`src/rtl/mifd_consts.vh`:
```
// constants of the instruction field decoder
//
// Overview of operation
// RQ1: each instruction is one 14-bit word
// RQ2: words sort into byte, bit, literal-control groups
// RQ3: byte op with select zero writes working register
// RQ4: byte op with select one writes file register
// RQ5: file operand addresses registers 0x00 to 0x7F
// RQ6: bit selector picks one of eight bits
// RQ7: literal is eight or eleven bits wide
// RQ8: don't-care positions ignored, zero recommended
// RQ9: skip or jump adds one idle cycle
// RQ10: instruction cycle is four oscillator periods
// RQ11: software avoids option and direction load
// RQ12: destination bit sits above file address
`ifndef MIFD_CONSTS_VH
`define MIFD_CONSTS_VH

// =====================================================
// word layout
`define MIFD_WORD_W 14
`define MIFD_TOP_HI 13
`define MIFD_TOP_LO 12
`define MIFD_OPS_HI 11
`define MIFD_OPS_LO 8
`define MIFD_DEST_BIT 7
`define MIFD_FADDR_HI 6
`define MIFD_FADDR_LO 0
`define MIFD_FADDR_W 7
`define MIFD_BSEL_HI 9
`define MIFD_BSEL_LO 7
`define MIFD_BSEL_W 3
`define MIFD_BTEST_BIT 11
`define MIFD_LIT8_HI 7
`define MIFD_LIT11_HI 10
`define MIFD_LIT_W 11
`define MIFD_LSEL_HI 11
`define MIFD_LSEL_LO 10

// =====================================================
// opcode codes
`define MIFD_TOP_BYTE 2'h0
`define MIFD_TOP_BIT 2'h1
`define MIFD_TOP_JUMP 2'h2
`define MIFD_TOP_LIT 2'h3
`define MIFD_OPS_CTL 4'h0
`define MIFD_OPS_DECSKIP 4'hB
`define MIFD_OPS_INCSKIP 4'hF
`define MIFD_LSEL_RETLIT 2'h1
`define MIFD_W_RETURN 14'h0008
`define MIFD_W_RETIRQ 14'h0009
`define MIFD_W_OPTLOAD 14'h0062
`define MIFD_W_DIRLO 14'h0065
`define MIFD_W_DIRHI 14'h0067

// =====================================================
// decoded classes
`define MIFD_CLS_BYTE 2'h0
`define MIFD_CLS_BIT 2'h1
`define MIFD_CLS_LITCTL 2'h2
`define MIFD_CLS_IDLE 2'h3

// =====================================================
// instruction cycle timing
`define MIFD_Q_PER_CYC 4
`define MIFD_PH_W 2
`define MIFD_PH_LAST 2'h3

// =====================================================
// software registers
`define MIFD_RA_W 4
`define MIFD_RD_W 16
`define MIFD_RA_CTRL 4'h0
`define MIFD_RA_WORD 4'h1
`define MIFD_RA_STAT 4'h2
`define MIFD_RA_CYC 4'h3
`define MIFD_RA_IDLE 4'h4
`define MIFD_CTRL_RST 1'h1
`define MIFD_CTRL_RUN 0
`define MIFD_CTRL_CLR 1
`define MIFD_STAT_LEGACY 7

`endif

```
`src/rtl/mifd_decoder.v`:
```
// instruction field decoder with its software registers
`timescale 1ns/1ps
`default_nettype none
`include "mifd_consts.vh"

module mifd_decoder #(
	parameter CNT_W = 16
) (
	input wire clk_sys,
	input wire reset,
	input wire [`MIFD_WORD_W-1:0] instr_word,
	input wire cond_true,
	input wire [`MIFD_RA_W-1:0] reg_addr,
	input wire [`MIFD_RD_W-1:0] reg_wdata,
	input wire reg_wr,
	input wire reg_rd,
	output reg [`MIFD_RD_W-1:0] reg_rdata,
	output reg [`MIFD_PH_W-1:0] q_phase,
	output reg cycle_start,
	output reg [1:0] instr_class,
	output reg [`MIFD_FADDR_W-1:0] file_addr,
	output reg dest_w_we,
	output reg dest_f_we,
	output reg [`MIFD_BSEL_W-1:0] bit_sel,
	output reg [7:0] bit_mask,
	output reg [`MIFD_LIT_W-1:0] literal,
	output reg lit_long,
	output reg pc_load,
	output reg skip_test,
	output reg idle_cycle
);

	// =====================================================
	// helper functions
	// group of a raw word; the control words share the 00 top code
	function [1:0] mifd_group;
		input [`MIFD_WORD_W-1:0] w;
		begin
			mifd_group = `MIFD_CLS_LITCTL; // see RQ2
			if (w[`MIFD_TOP_HI:`MIFD_TOP_LO] == `MIFD_TOP_BIT) begin
				mifd_group = `MIFD_CLS_BIT;
			end else if (w[`MIFD_TOP_HI:`MIFD_TOP_LO] == `MIFD_TOP_BYTE) begin
				if (w[`MIFD_OPS_HI:`MIFD_OPS_LO] != `MIFD_OPS_CTL || w[`MIFD_DEST_BIT]) begin
					mifd_group = `MIFD_CLS_BYTE;
				end
			end
		end
	endfunction

	function [7:0] mifd_onehot;
		input [`MIFD_BSEL_W-1:0] sel;
		begin
			mifd_onehot = 8'h01 << sel; // see RQ6
		end
	endfunction

	// =====================================================
	// phase divider
	wire [`MIFD_PH_W-1:0] phase;
	wire cycle_end;

	mifd_qphase #(
		.PERIODS(`MIFD_Q_PER_CYC)
	) u_qphase (
		.clk_sys(clk_sys),
		.reset(reset),
		.phase(phase),
		.cycle_end(cycle_end)
	);

	// =====================================================
	// control state
	reg run_en;
	reg clr_req;
	reg legacy_seen;
	reg [`MIFD_WORD_W-1:0] last_word;
	reg [CNT_W-1:0] cyc_count;
	reg [CNT_W-1:0] idle_count;

	// =====================================================
	// combinational field decode
	// only the bits that an instruction uses are looked at, so
	// don't-care positions never change the outcome
	reg [1:0] next_class;
	reg next_w_we;
	reg next_f_we;
	reg next_pc_load;
	reg next_skip;
	reg next_lit_long;
	reg [`MIFD_LIT_W-1:0] next_literal;
	reg next_legacy;
	reg next_flush;
	wire [1:0] top_code;
	wire [3:0] ops_code;
	wire dest_sel;

	assign top_code = instr_word[`MIFD_TOP_HI:`MIFD_TOP_LO]; // see RQ1
	assign ops_code = instr_word[`MIFD_OPS_HI:`MIFD_OPS_LO];
	assign dest_sel = instr_word[`MIFD_DEST_BIT]; // see RQ12

	always @* begin
		next_class = mifd_group(instr_word); // see RQ8
		next_w_we = 1'b0;
		next_f_we = 1'b0;
		next_pc_load = 1'b0;
		next_skip = 1'b0;
		next_lit_long = 1'b0;
		next_literal = {3'h0, instr_word[`MIFD_LIT8_HI:0]}; // see RQ7
		next_legacy = 1'b0;
		case (next_class)
			`MIFD_CLS_BYTE: begin
				next_w_we = ~dest_sel; // see RQ3
				next_f_we = dest_sel; // see RQ4
				next_skip = (ops_code == `MIFD_OPS_DECSKIP) ||
					(ops_code == `MIFD_OPS_INCSKIP);
			end
			`MIFD_CLS_BIT: begin
				// clear and set modify the file; the two tests only read it
				next_f_we = ~instr_word[`MIFD_BTEST_BIT];
				next_skip = instr_word[`MIFD_BTEST_BIT];
			end
			`MIFD_CLS_LITCTL: begin
				if (top_code == `MIFD_TOP_JUMP) begin
					next_pc_load = 1'b1;
					next_lit_long = 1'b1;
					next_literal = instr_word[`MIFD_LIT11_HI:0]; // see RQ7
				end else if (top_code == `MIFD_TOP_LIT) begin
					next_w_we = 1'b1;
					next_pc_load = (instr_word[`MIFD_LSEL_HI:`MIFD_LSEL_LO] ==
						`MIFD_LSEL_RETLIT);
				end else begin
					next_pc_load = (instr_word == `MIFD_W_RETURN) ||
						(instr_word == `MIFD_W_RETIRQ);
					// kept for visibility; the core still decodes them as control words that write nothing, not as idle slots
					next_legacy = (instr_word == `MIFD_W_OPTLOAD) ||
						((instr_word >= `MIFD_W_DIRLO) &&
						(instr_word <= `MIFD_W_DIRHI)); // see RQ11
				end
			end
			default: begin
				next_class = `MIFD_CLS_LITCTL;
			end
		endcase
	end

	// the cycle after a jump or a taken skip executes as idle
	always @* begin
		next_flush = pc_load | (skip_test & cond_true); // see RQ9
	end

	// =====================================================
	// decoded outputs, updated once per instruction cycle
	always @(posedge clk_sys or posedge reset) begin
		if (reset) begin
			instr_class <= `MIFD_CLS_IDLE;
			file_addr <= 7'h00;
			dest_w_we <= 1'b0;
			dest_f_we <= 1'b0;
			bit_sel <= 3'h0;
			bit_mask <= 8'h00;
			literal <= 11'h000;
			lit_long <= 1'b0;
			pc_load <= 1'b0;
			skip_test <= 1'b0;
			idle_cycle <= 1'b1;
			last_word <= 14'h0000;
		end else if (cycle_end) begin // see RQ10
			file_addr <= instr_word[`MIFD_FADDR_HI:`MIFD_FADDR_LO]; // see RQ5
			bit_sel <= instr_word[`MIFD_BSEL_HI:`MIFD_BSEL_LO];
			literal <= next_literal;
			lit_long <= next_lit_long;
			last_word <= instr_word;
			if (next_flush || !run_en) begin
				// forced idle: no writes, no branch, no test
				instr_class <= `MIFD_CLS_IDLE; // see RQ9
				dest_w_we <= 1'b0;
				dest_f_we <= 1'b0;
				bit_mask <= 8'h00;
				pc_load <= 1'b0;
				skip_test <= 1'b0;
				idle_cycle <= 1'b1;
			end else begin
				instr_class <= next_class;
				dest_w_we <= next_w_we;
				dest_f_we <= next_f_we;
				if (next_class == `MIFD_CLS_BIT) begin
					bit_mask <= mifd_onehot(instr_word[`MIFD_BSEL_HI:`MIFD_BSEL_LO]);
				end else begin
					bit_mask <= 8'h00;
				end
				pc_load <= next_pc_load;
				skip_test <= next_skip;
				idle_cycle <= 1'b0;
			end
		end
	end

	// =====================================================
	// cycle marker and phase copy
	always @(posedge clk_sys or posedge reset) begin
		if (reset) begin
			cycle_start <= 1'b0;
			q_phase <= 2'h0;
		end else begin
			cycle_start <= cycle_end;
			q_phase <= phase;
		end
	end

	// =====================================================
	// cycle statistics
	// counters wrap silently; software samples them as it needs
	always @(posedge clk_sys or posedge reset) begin
		if (reset) begin
			cyc_count <= {CNT_W{1'b0}};
			idle_count <= {CNT_W{1'b0}};
		end else if (clr_req) begin
			cyc_count <= {CNT_W{1'b0}};
			idle_count <= {CNT_W{1'b0}};
		end else if (cycle_start) begin
			cyc_count <= cyc_count + {{(CNT_W-1){1'b0}}, 1'b1};
			if (idle_cycle) begin
				idle_count <= idle_count + {{(CNT_W-1){1'b0}}, 1'b1};
			end
		end
	end

	// =====================================================
	// register writes
	always @(posedge clk_sys or posedge reset) begin
		if (reset) begin
			run_en <= `MIFD_CTRL_RST;
			clr_req <= 1'b0;
		end else begin
			clr_req <= 1'b0;
			if (reg_wr && reg_addr == `MIFD_RA_CTRL) begin
				run_en <= reg_wdata[`MIFD_CTRL_RUN];
				clr_req <= reg_wdata[`MIFD_CTRL_CLR];
			end
		end
	end

	// legacy flag: write one to clear; a new sighting beats the clear
	always @(posedge clk_sys or posedge reset) begin
		if (reset) begin
			legacy_seen <= 1'b0;
		end else if (cycle_end && next_legacy && !next_flush && run_en) begin
			legacy_seen <= 1'b1;
		end else if (reg_wr && reg_addr == `MIFD_RA_STAT &&
			reg_wdata[`MIFD_STAT_LEGACY]) begin
			legacy_seen <= 1'b0;
		end
	end

	// =====================================================
	// register reads, data valid the cycle after the strobe
	reg [`MIFD_RD_W-1:0] next_rdata;

	always @* begin
		next_rdata = 16'h0000;
		case (reg_addr)
			`MIFD_RA_CTRL: begin
				next_rdata = {15'h0000, run_en};
			end
			`MIFD_RA_WORD: begin
				next_rdata = {2'h0, last_word};
			end
			`MIFD_RA_STAT: begin
				next_rdata = {8'h00, legacy_seen, skip_test, pc_load, idle_cycle,
					dest_f_we, dest_w_we, instr_class};
			end
			`MIFD_RA_CYC: begin
				next_rdata = cyc_count[`MIFD_RD_W-1:0];
			end
			`MIFD_RA_IDLE: begin
				next_rdata = idle_count[`MIFD_RD_W-1:0];
			end
			default: begin
				next_rdata = 16'h0000;
			end
		endcase
	end

	always @(posedge clk_sys or posedge reset) begin
		if (reset) begin
			reg_rdata <= 16'h0000;
		end else if (reg_rd) begin
			reg_rdata <= next_rdata;
		end else begin
			reg_rdata <= 16'h0000;
		end
	end

endmodule
`default_nettype wire

```
`src/rtl/mifd_qphase.v`:
```
// four-phase divider that paces instruction cycles
`timescale 1ns/1ps
`default_nettype none
`include "mifd_consts.vh"

module mifd_qphase #(
	parameter PERIODS = `MIFD_Q_PER_CYC
) (
	input wire clk_sys,
	input wire reset,
	output reg [`MIFD_PH_W-1:0] phase,
	output reg cycle_end
);

	// =====================================================
	// phase counter
	// cycle_end marks the clock in which the last phase is held
	always @(posedge clk_sys or posedge reset) begin
		if (reset) begin
			phase <= 2'h0;
			cycle_end <= 1'b0;
		end else begin
			if (phase == PERIODS[`MIFD_PH_W-1:0] - 2'h1) begin // see RQ10
				phase <= 2'h0;
			end else begin
				phase <= phase + 2'h1;
			end
			cycle_end <= (phase == PERIODS[`MIFD_PH_W-1:0] - 2'h2);
		end
	end

endmodule
`default_nettype wire

```
`config.mk`:
```
export PLATFORM = sky130hd
export DESIGN_NAME = mifd_decoder
export DESIGN_NICKNAME = d
export VERILOG_FILES = /design/src/rtl/mifd_decoder.v /design/src/rtl/mifd_qphase.v
export VERILOG_INCLUDE_DIRS = /design/src /design/src/rtl
export SDC_FILE = /design/constraint.sdc
export NUM_CORES = 1
export LEC_CHECK = 0
export ABC_AREA = 1
export BUFFER_PORTS_ARGS = -buffer_cell sky130_fd_sc_hd__buf_2
export CELL_PAD_IN_SITES_DETAIL_PLACEMENT = 0
export CELL_PAD_IN_SITES_GLOBAL_PLACEMENT = 1
export CORE_MARGIN = 8
export CORE_UTILIZATION = 43
export CTS_CLUSTER_DIAMETER = 80
export DETAILED_ROUTE_END_ITERATION = 8
export PLACE_DENSITY_LB_ADDON = 0.15
export REMOVE_ABC_BUFFERS = 1
export SLEW_MARGIN = 0
export SYNTH_ARGS = -nofsm -noshare
export SYNTH_HDL_FRONTEND = slang
export SYNTH_SLANG_ARGS = --single-unit
```
`constraint.sdc`:
```
create_clock -name clk_sys -period 5.9 [get_ports clk_sys]
set_clock_uncertainty 0.15 [all_clocks]
set_input_delay 0.295 -clock clk_sys [delete_from_list [all_inputs] [get_ports clk_sys]]
set_output_delay 0.295 -clock clk_sys [all_outputs]
set_load 0.05 [all_outputs]
```
==> impl_metrics.json <==
{
  "outcome": "finished clean",
  "max_freq_mhz": 473,
  "vdd_drop_max_mv": 0.156,
  "drc": 0,
  "dr.first_iter.drc_count": 225,
  "fillers": 1059,
  "hold_path_class": "in -> reg",
  "grt_usage_pct": 17.9,
  "die_area_um2": 14000,
  "seq_area_um2": 2260,
  "synthCells": 560,
  "drive_gt1_share_pct": 19.1,
  "final.period_utilization_pct": 35.8,
  "cts_made_buffers": 9,
  "fin_crit_ps": 2110,
  "required_ps": 6040,
  "dieHeight_um": 118,
  "ys_seq_elements": 90,
  "fin_hold_ws_ps": 27.3,
  "antenna_left": 0,
  "cp_max_fo": 29,
  "antenna_found_initial": 0,
  "clock_path_buffers": 2,
  "cts-root-buf": "clkbuf_8",
  "power_mw": 1.40,
  "p_leak_nw": 2.63,
  "worst_path_largest_cell_delay_ps": 560,
  "die_width_um": 118,
  "fin_nets": 667,
  "cp.arrival_ps": 2250,
  "dp.final_hpwl_mm": 9.09,
  "slew_headroom_pct": 50.8,
  "powerDensity_nw_per_um2": 275,
  "grt_pass1_vias": 4012,
  "core_area_um2": 10200,
  "portBuffers": 81,
  "grt_max_degree": 49,
  "firstDrtPassIters": 4,
  "grt.overflow.total": 0,
  "avgRoutedWirePerCell_um": 15.9,
  "p_seq_share_pct": 51.1,
  "criticalPathCategory": "reg -> reg",
  "crit_path_start_kind": "flip-flop",
  "diodes": 0,
  "cap_violations": 0,
  "finalHoldViolCount": 0,
  "p_sw_share_pct": 30.8,
  "htree_levels": 3,
  "ys_seq_area_share_pct": 50.3,
  "viasPerCell": 5.02,
  "cts_tree": "done",
  "crit_slowest_cell": "dfrtp_1",
  "yosysUniqueCellTypes": 38,
  "vias": 3839,
  "clkTransAtPathRegs_ps": 90,
  "p_int_mw": 0.970,
  "place_ws_ps": 3790,
  "clock_latency_ps": 360,
  "syn_area_per_cell_um2": 8.02,
  "tightest_slew_ps": 738,
  "initial_utilization_pct": 43.9,
  "rows": 37,
  "fin_cells": 765,
  "finalSetupViolCount": 0,
  "end_kind": "flip-flop",
  "power_frac_clock_pct": 32.9,
  "power_frac_comb_pct": 16.0,
  "multi_input_area_um2": 1700,
  "syn2layout_area_growth_pct": 13.7,
  "tns_ps": 0,
  "setup_ws_ps": 3790,
  "switching_power_mw": 0.432,
  "final_max_slew_viol_count": 0,
  "path_common_cell": "nand2_1",
  "post-place-cells": 747,
  "rsz0062_at_grt": "no",
  "grt_pass1_wl_mm": 20.4,
  "ys.warnings.count": 0,
  "postCtsSetupBuffers": 0,
  "place.gp.congestion": 0.836,
  "wirelength_mm": 12.1,
  "pin_count": 95,
  "cts.sinks": 90,
  "cp_cell_sequence": "inv_2 -> nand2_2 -> nand3_2 -> nor2_4 -> nand2_1 -> nand2_1 -> nand2_1 -> nor2_1",
  "syn_area_um2": 4490
}
-- cell type report --
type	count	share of cell area, %
Clock inverter	5	1.54
Clock buffer	11	2.57
Sequential cell	90	44.2
Timing Repair Buffer	85	8.63
Multi-Input combinational cell	352	33.4
Tap cell	136	3.33
Inverter	86	6.35
-- through the flow --
step | area, um2 | util, %
2_1_floorplan | 4280 | -
3_3_place_gp | 4870 | 47.6
3_5_place_dp | 4870 | 47.6
4_1_cts | 5100 | 49.9
5_1_grt | 5100 | 49.9
6_report | 5100 | 49.9
-- cells in the mapped netlist (all sizes together) --
cell    instances  share of area (%)
ha              4                1.1
mux2            1               0.25
clkinv          2               0.17
a22oi           1               0.17
dfstp           4                2.3
dfrtp          86                 48
o31ai           7                1.2
a31oi           1               0.14
o21ai          56                6.2
nor3b           3               0.50
clkbuf          6               0.53
nor3            2               0.22
buf            26                4.1
nor2           68                6.7
o221ai          3               0.59
a211oi          1               0.17
o22ai          10                1.4
and3            2               0.28
o21bai          1               0.17
nand4           9                1.3
o21a            1               0.17
nand3          31                3.8
nand2         129                 11
a21oi          19                2.1
inv            84                7.0
nor4            1               0.14
nand3b          1               0.17
xnor2           1               0.20
-- worst max-delay path, delay by kind of cell (launching register included) --
| kind | cells | cell delay, ps |
|---|---|---|
| DFF | 1 | 560 |
| and+or+nand+nor | 7 | 1020 |
| buffers and inverters | 1 | 310 |
-- cells by family after synthesis --
logic type	Yosys count	share of synthesized area, %
compound gates	100	12.3
xor+xnor	1	0.195
fa+ha+maj	4	1.11
buf+inv	118	11.8
flops	90	50.3
mux	1	0.251
simple gates	246	24.0
-- power by group through the flow --
stage               Sequential (mW)  Combinational [mW]  Clock [mW]
floorplan                     0.777              0.0999           0
global placement              0.727               0.223           0
detailed placement            0.728               0.225           0
CTS                           0.717               0.227       0.472
global route                  0.726               0.252       0.497
finish                        0.717               0.224       0.461
-- sequential cells by signal (all words and copies together) (netlist names), 4 cells and up --
name        flops
cyc_count      16
idle_count     16
reg_rdata      16
bit_mask        8
file_addr       6
last_word       5
literal         4
-- worst paths after layout --
path | slack, ps | depth (start not counted) | end | from
worst max-delay path | 3790 | 8 | idle_count[15] | clr_req
worst min-delay path | 30 | 2 | run_en | reg_wdata[0]
worst max register to register | 3790 | 8 | idle_count[15] | clr_req
worst min register to register | 270 | 0 | q_phase[1] | u_qphase.phase[1]
max in group asynchronous | 4090 | 4 | literal[6] | reset
min in group asynchronous | 430 | 3 | u_qphase.phase[0] | reset
-- per-layer routing --
metal | GRT usage (%) | share of wire, % | vias up
met1 | 24.6 | 49 | 1842
met4 | 4.32 | 1.0 | 0
met3 | 3.47 | 3.8 | 11
met2 | 28.5 | 46 | 85
met5 | 0 | 0 | -
li1 | - | - | 1901
-- layout by cell type, fill, tap and decap left out, drive strengths merged --
cell         count
nand2          129
dfrtp           86
nor2            68
dlygate4sd3      2
ha               4
o21ai           56
o21a             1
buf             83
nor4             1
a21oi           19
o21bai           1
and3             2
nand3b           1
bufinv           2
nor3             2
o31ai            7
nand3           31
a211oi           1
clkbuf          11
a22oi            1
mux2             1
nor3b            3
o22ai           10
nand4            9
a31oi            1
clkinv           6
xnor2            1
dfstp            4
inv             83
o221ai           3
-- what timing repair did --
item                       4_1_cts  5_1_grt
setup endpoints to repair        0        0
hold endpoints to repair        39        0
resized for setup                0        0
hold buffers                     2        0
Power figures use the tool's default switching activity.
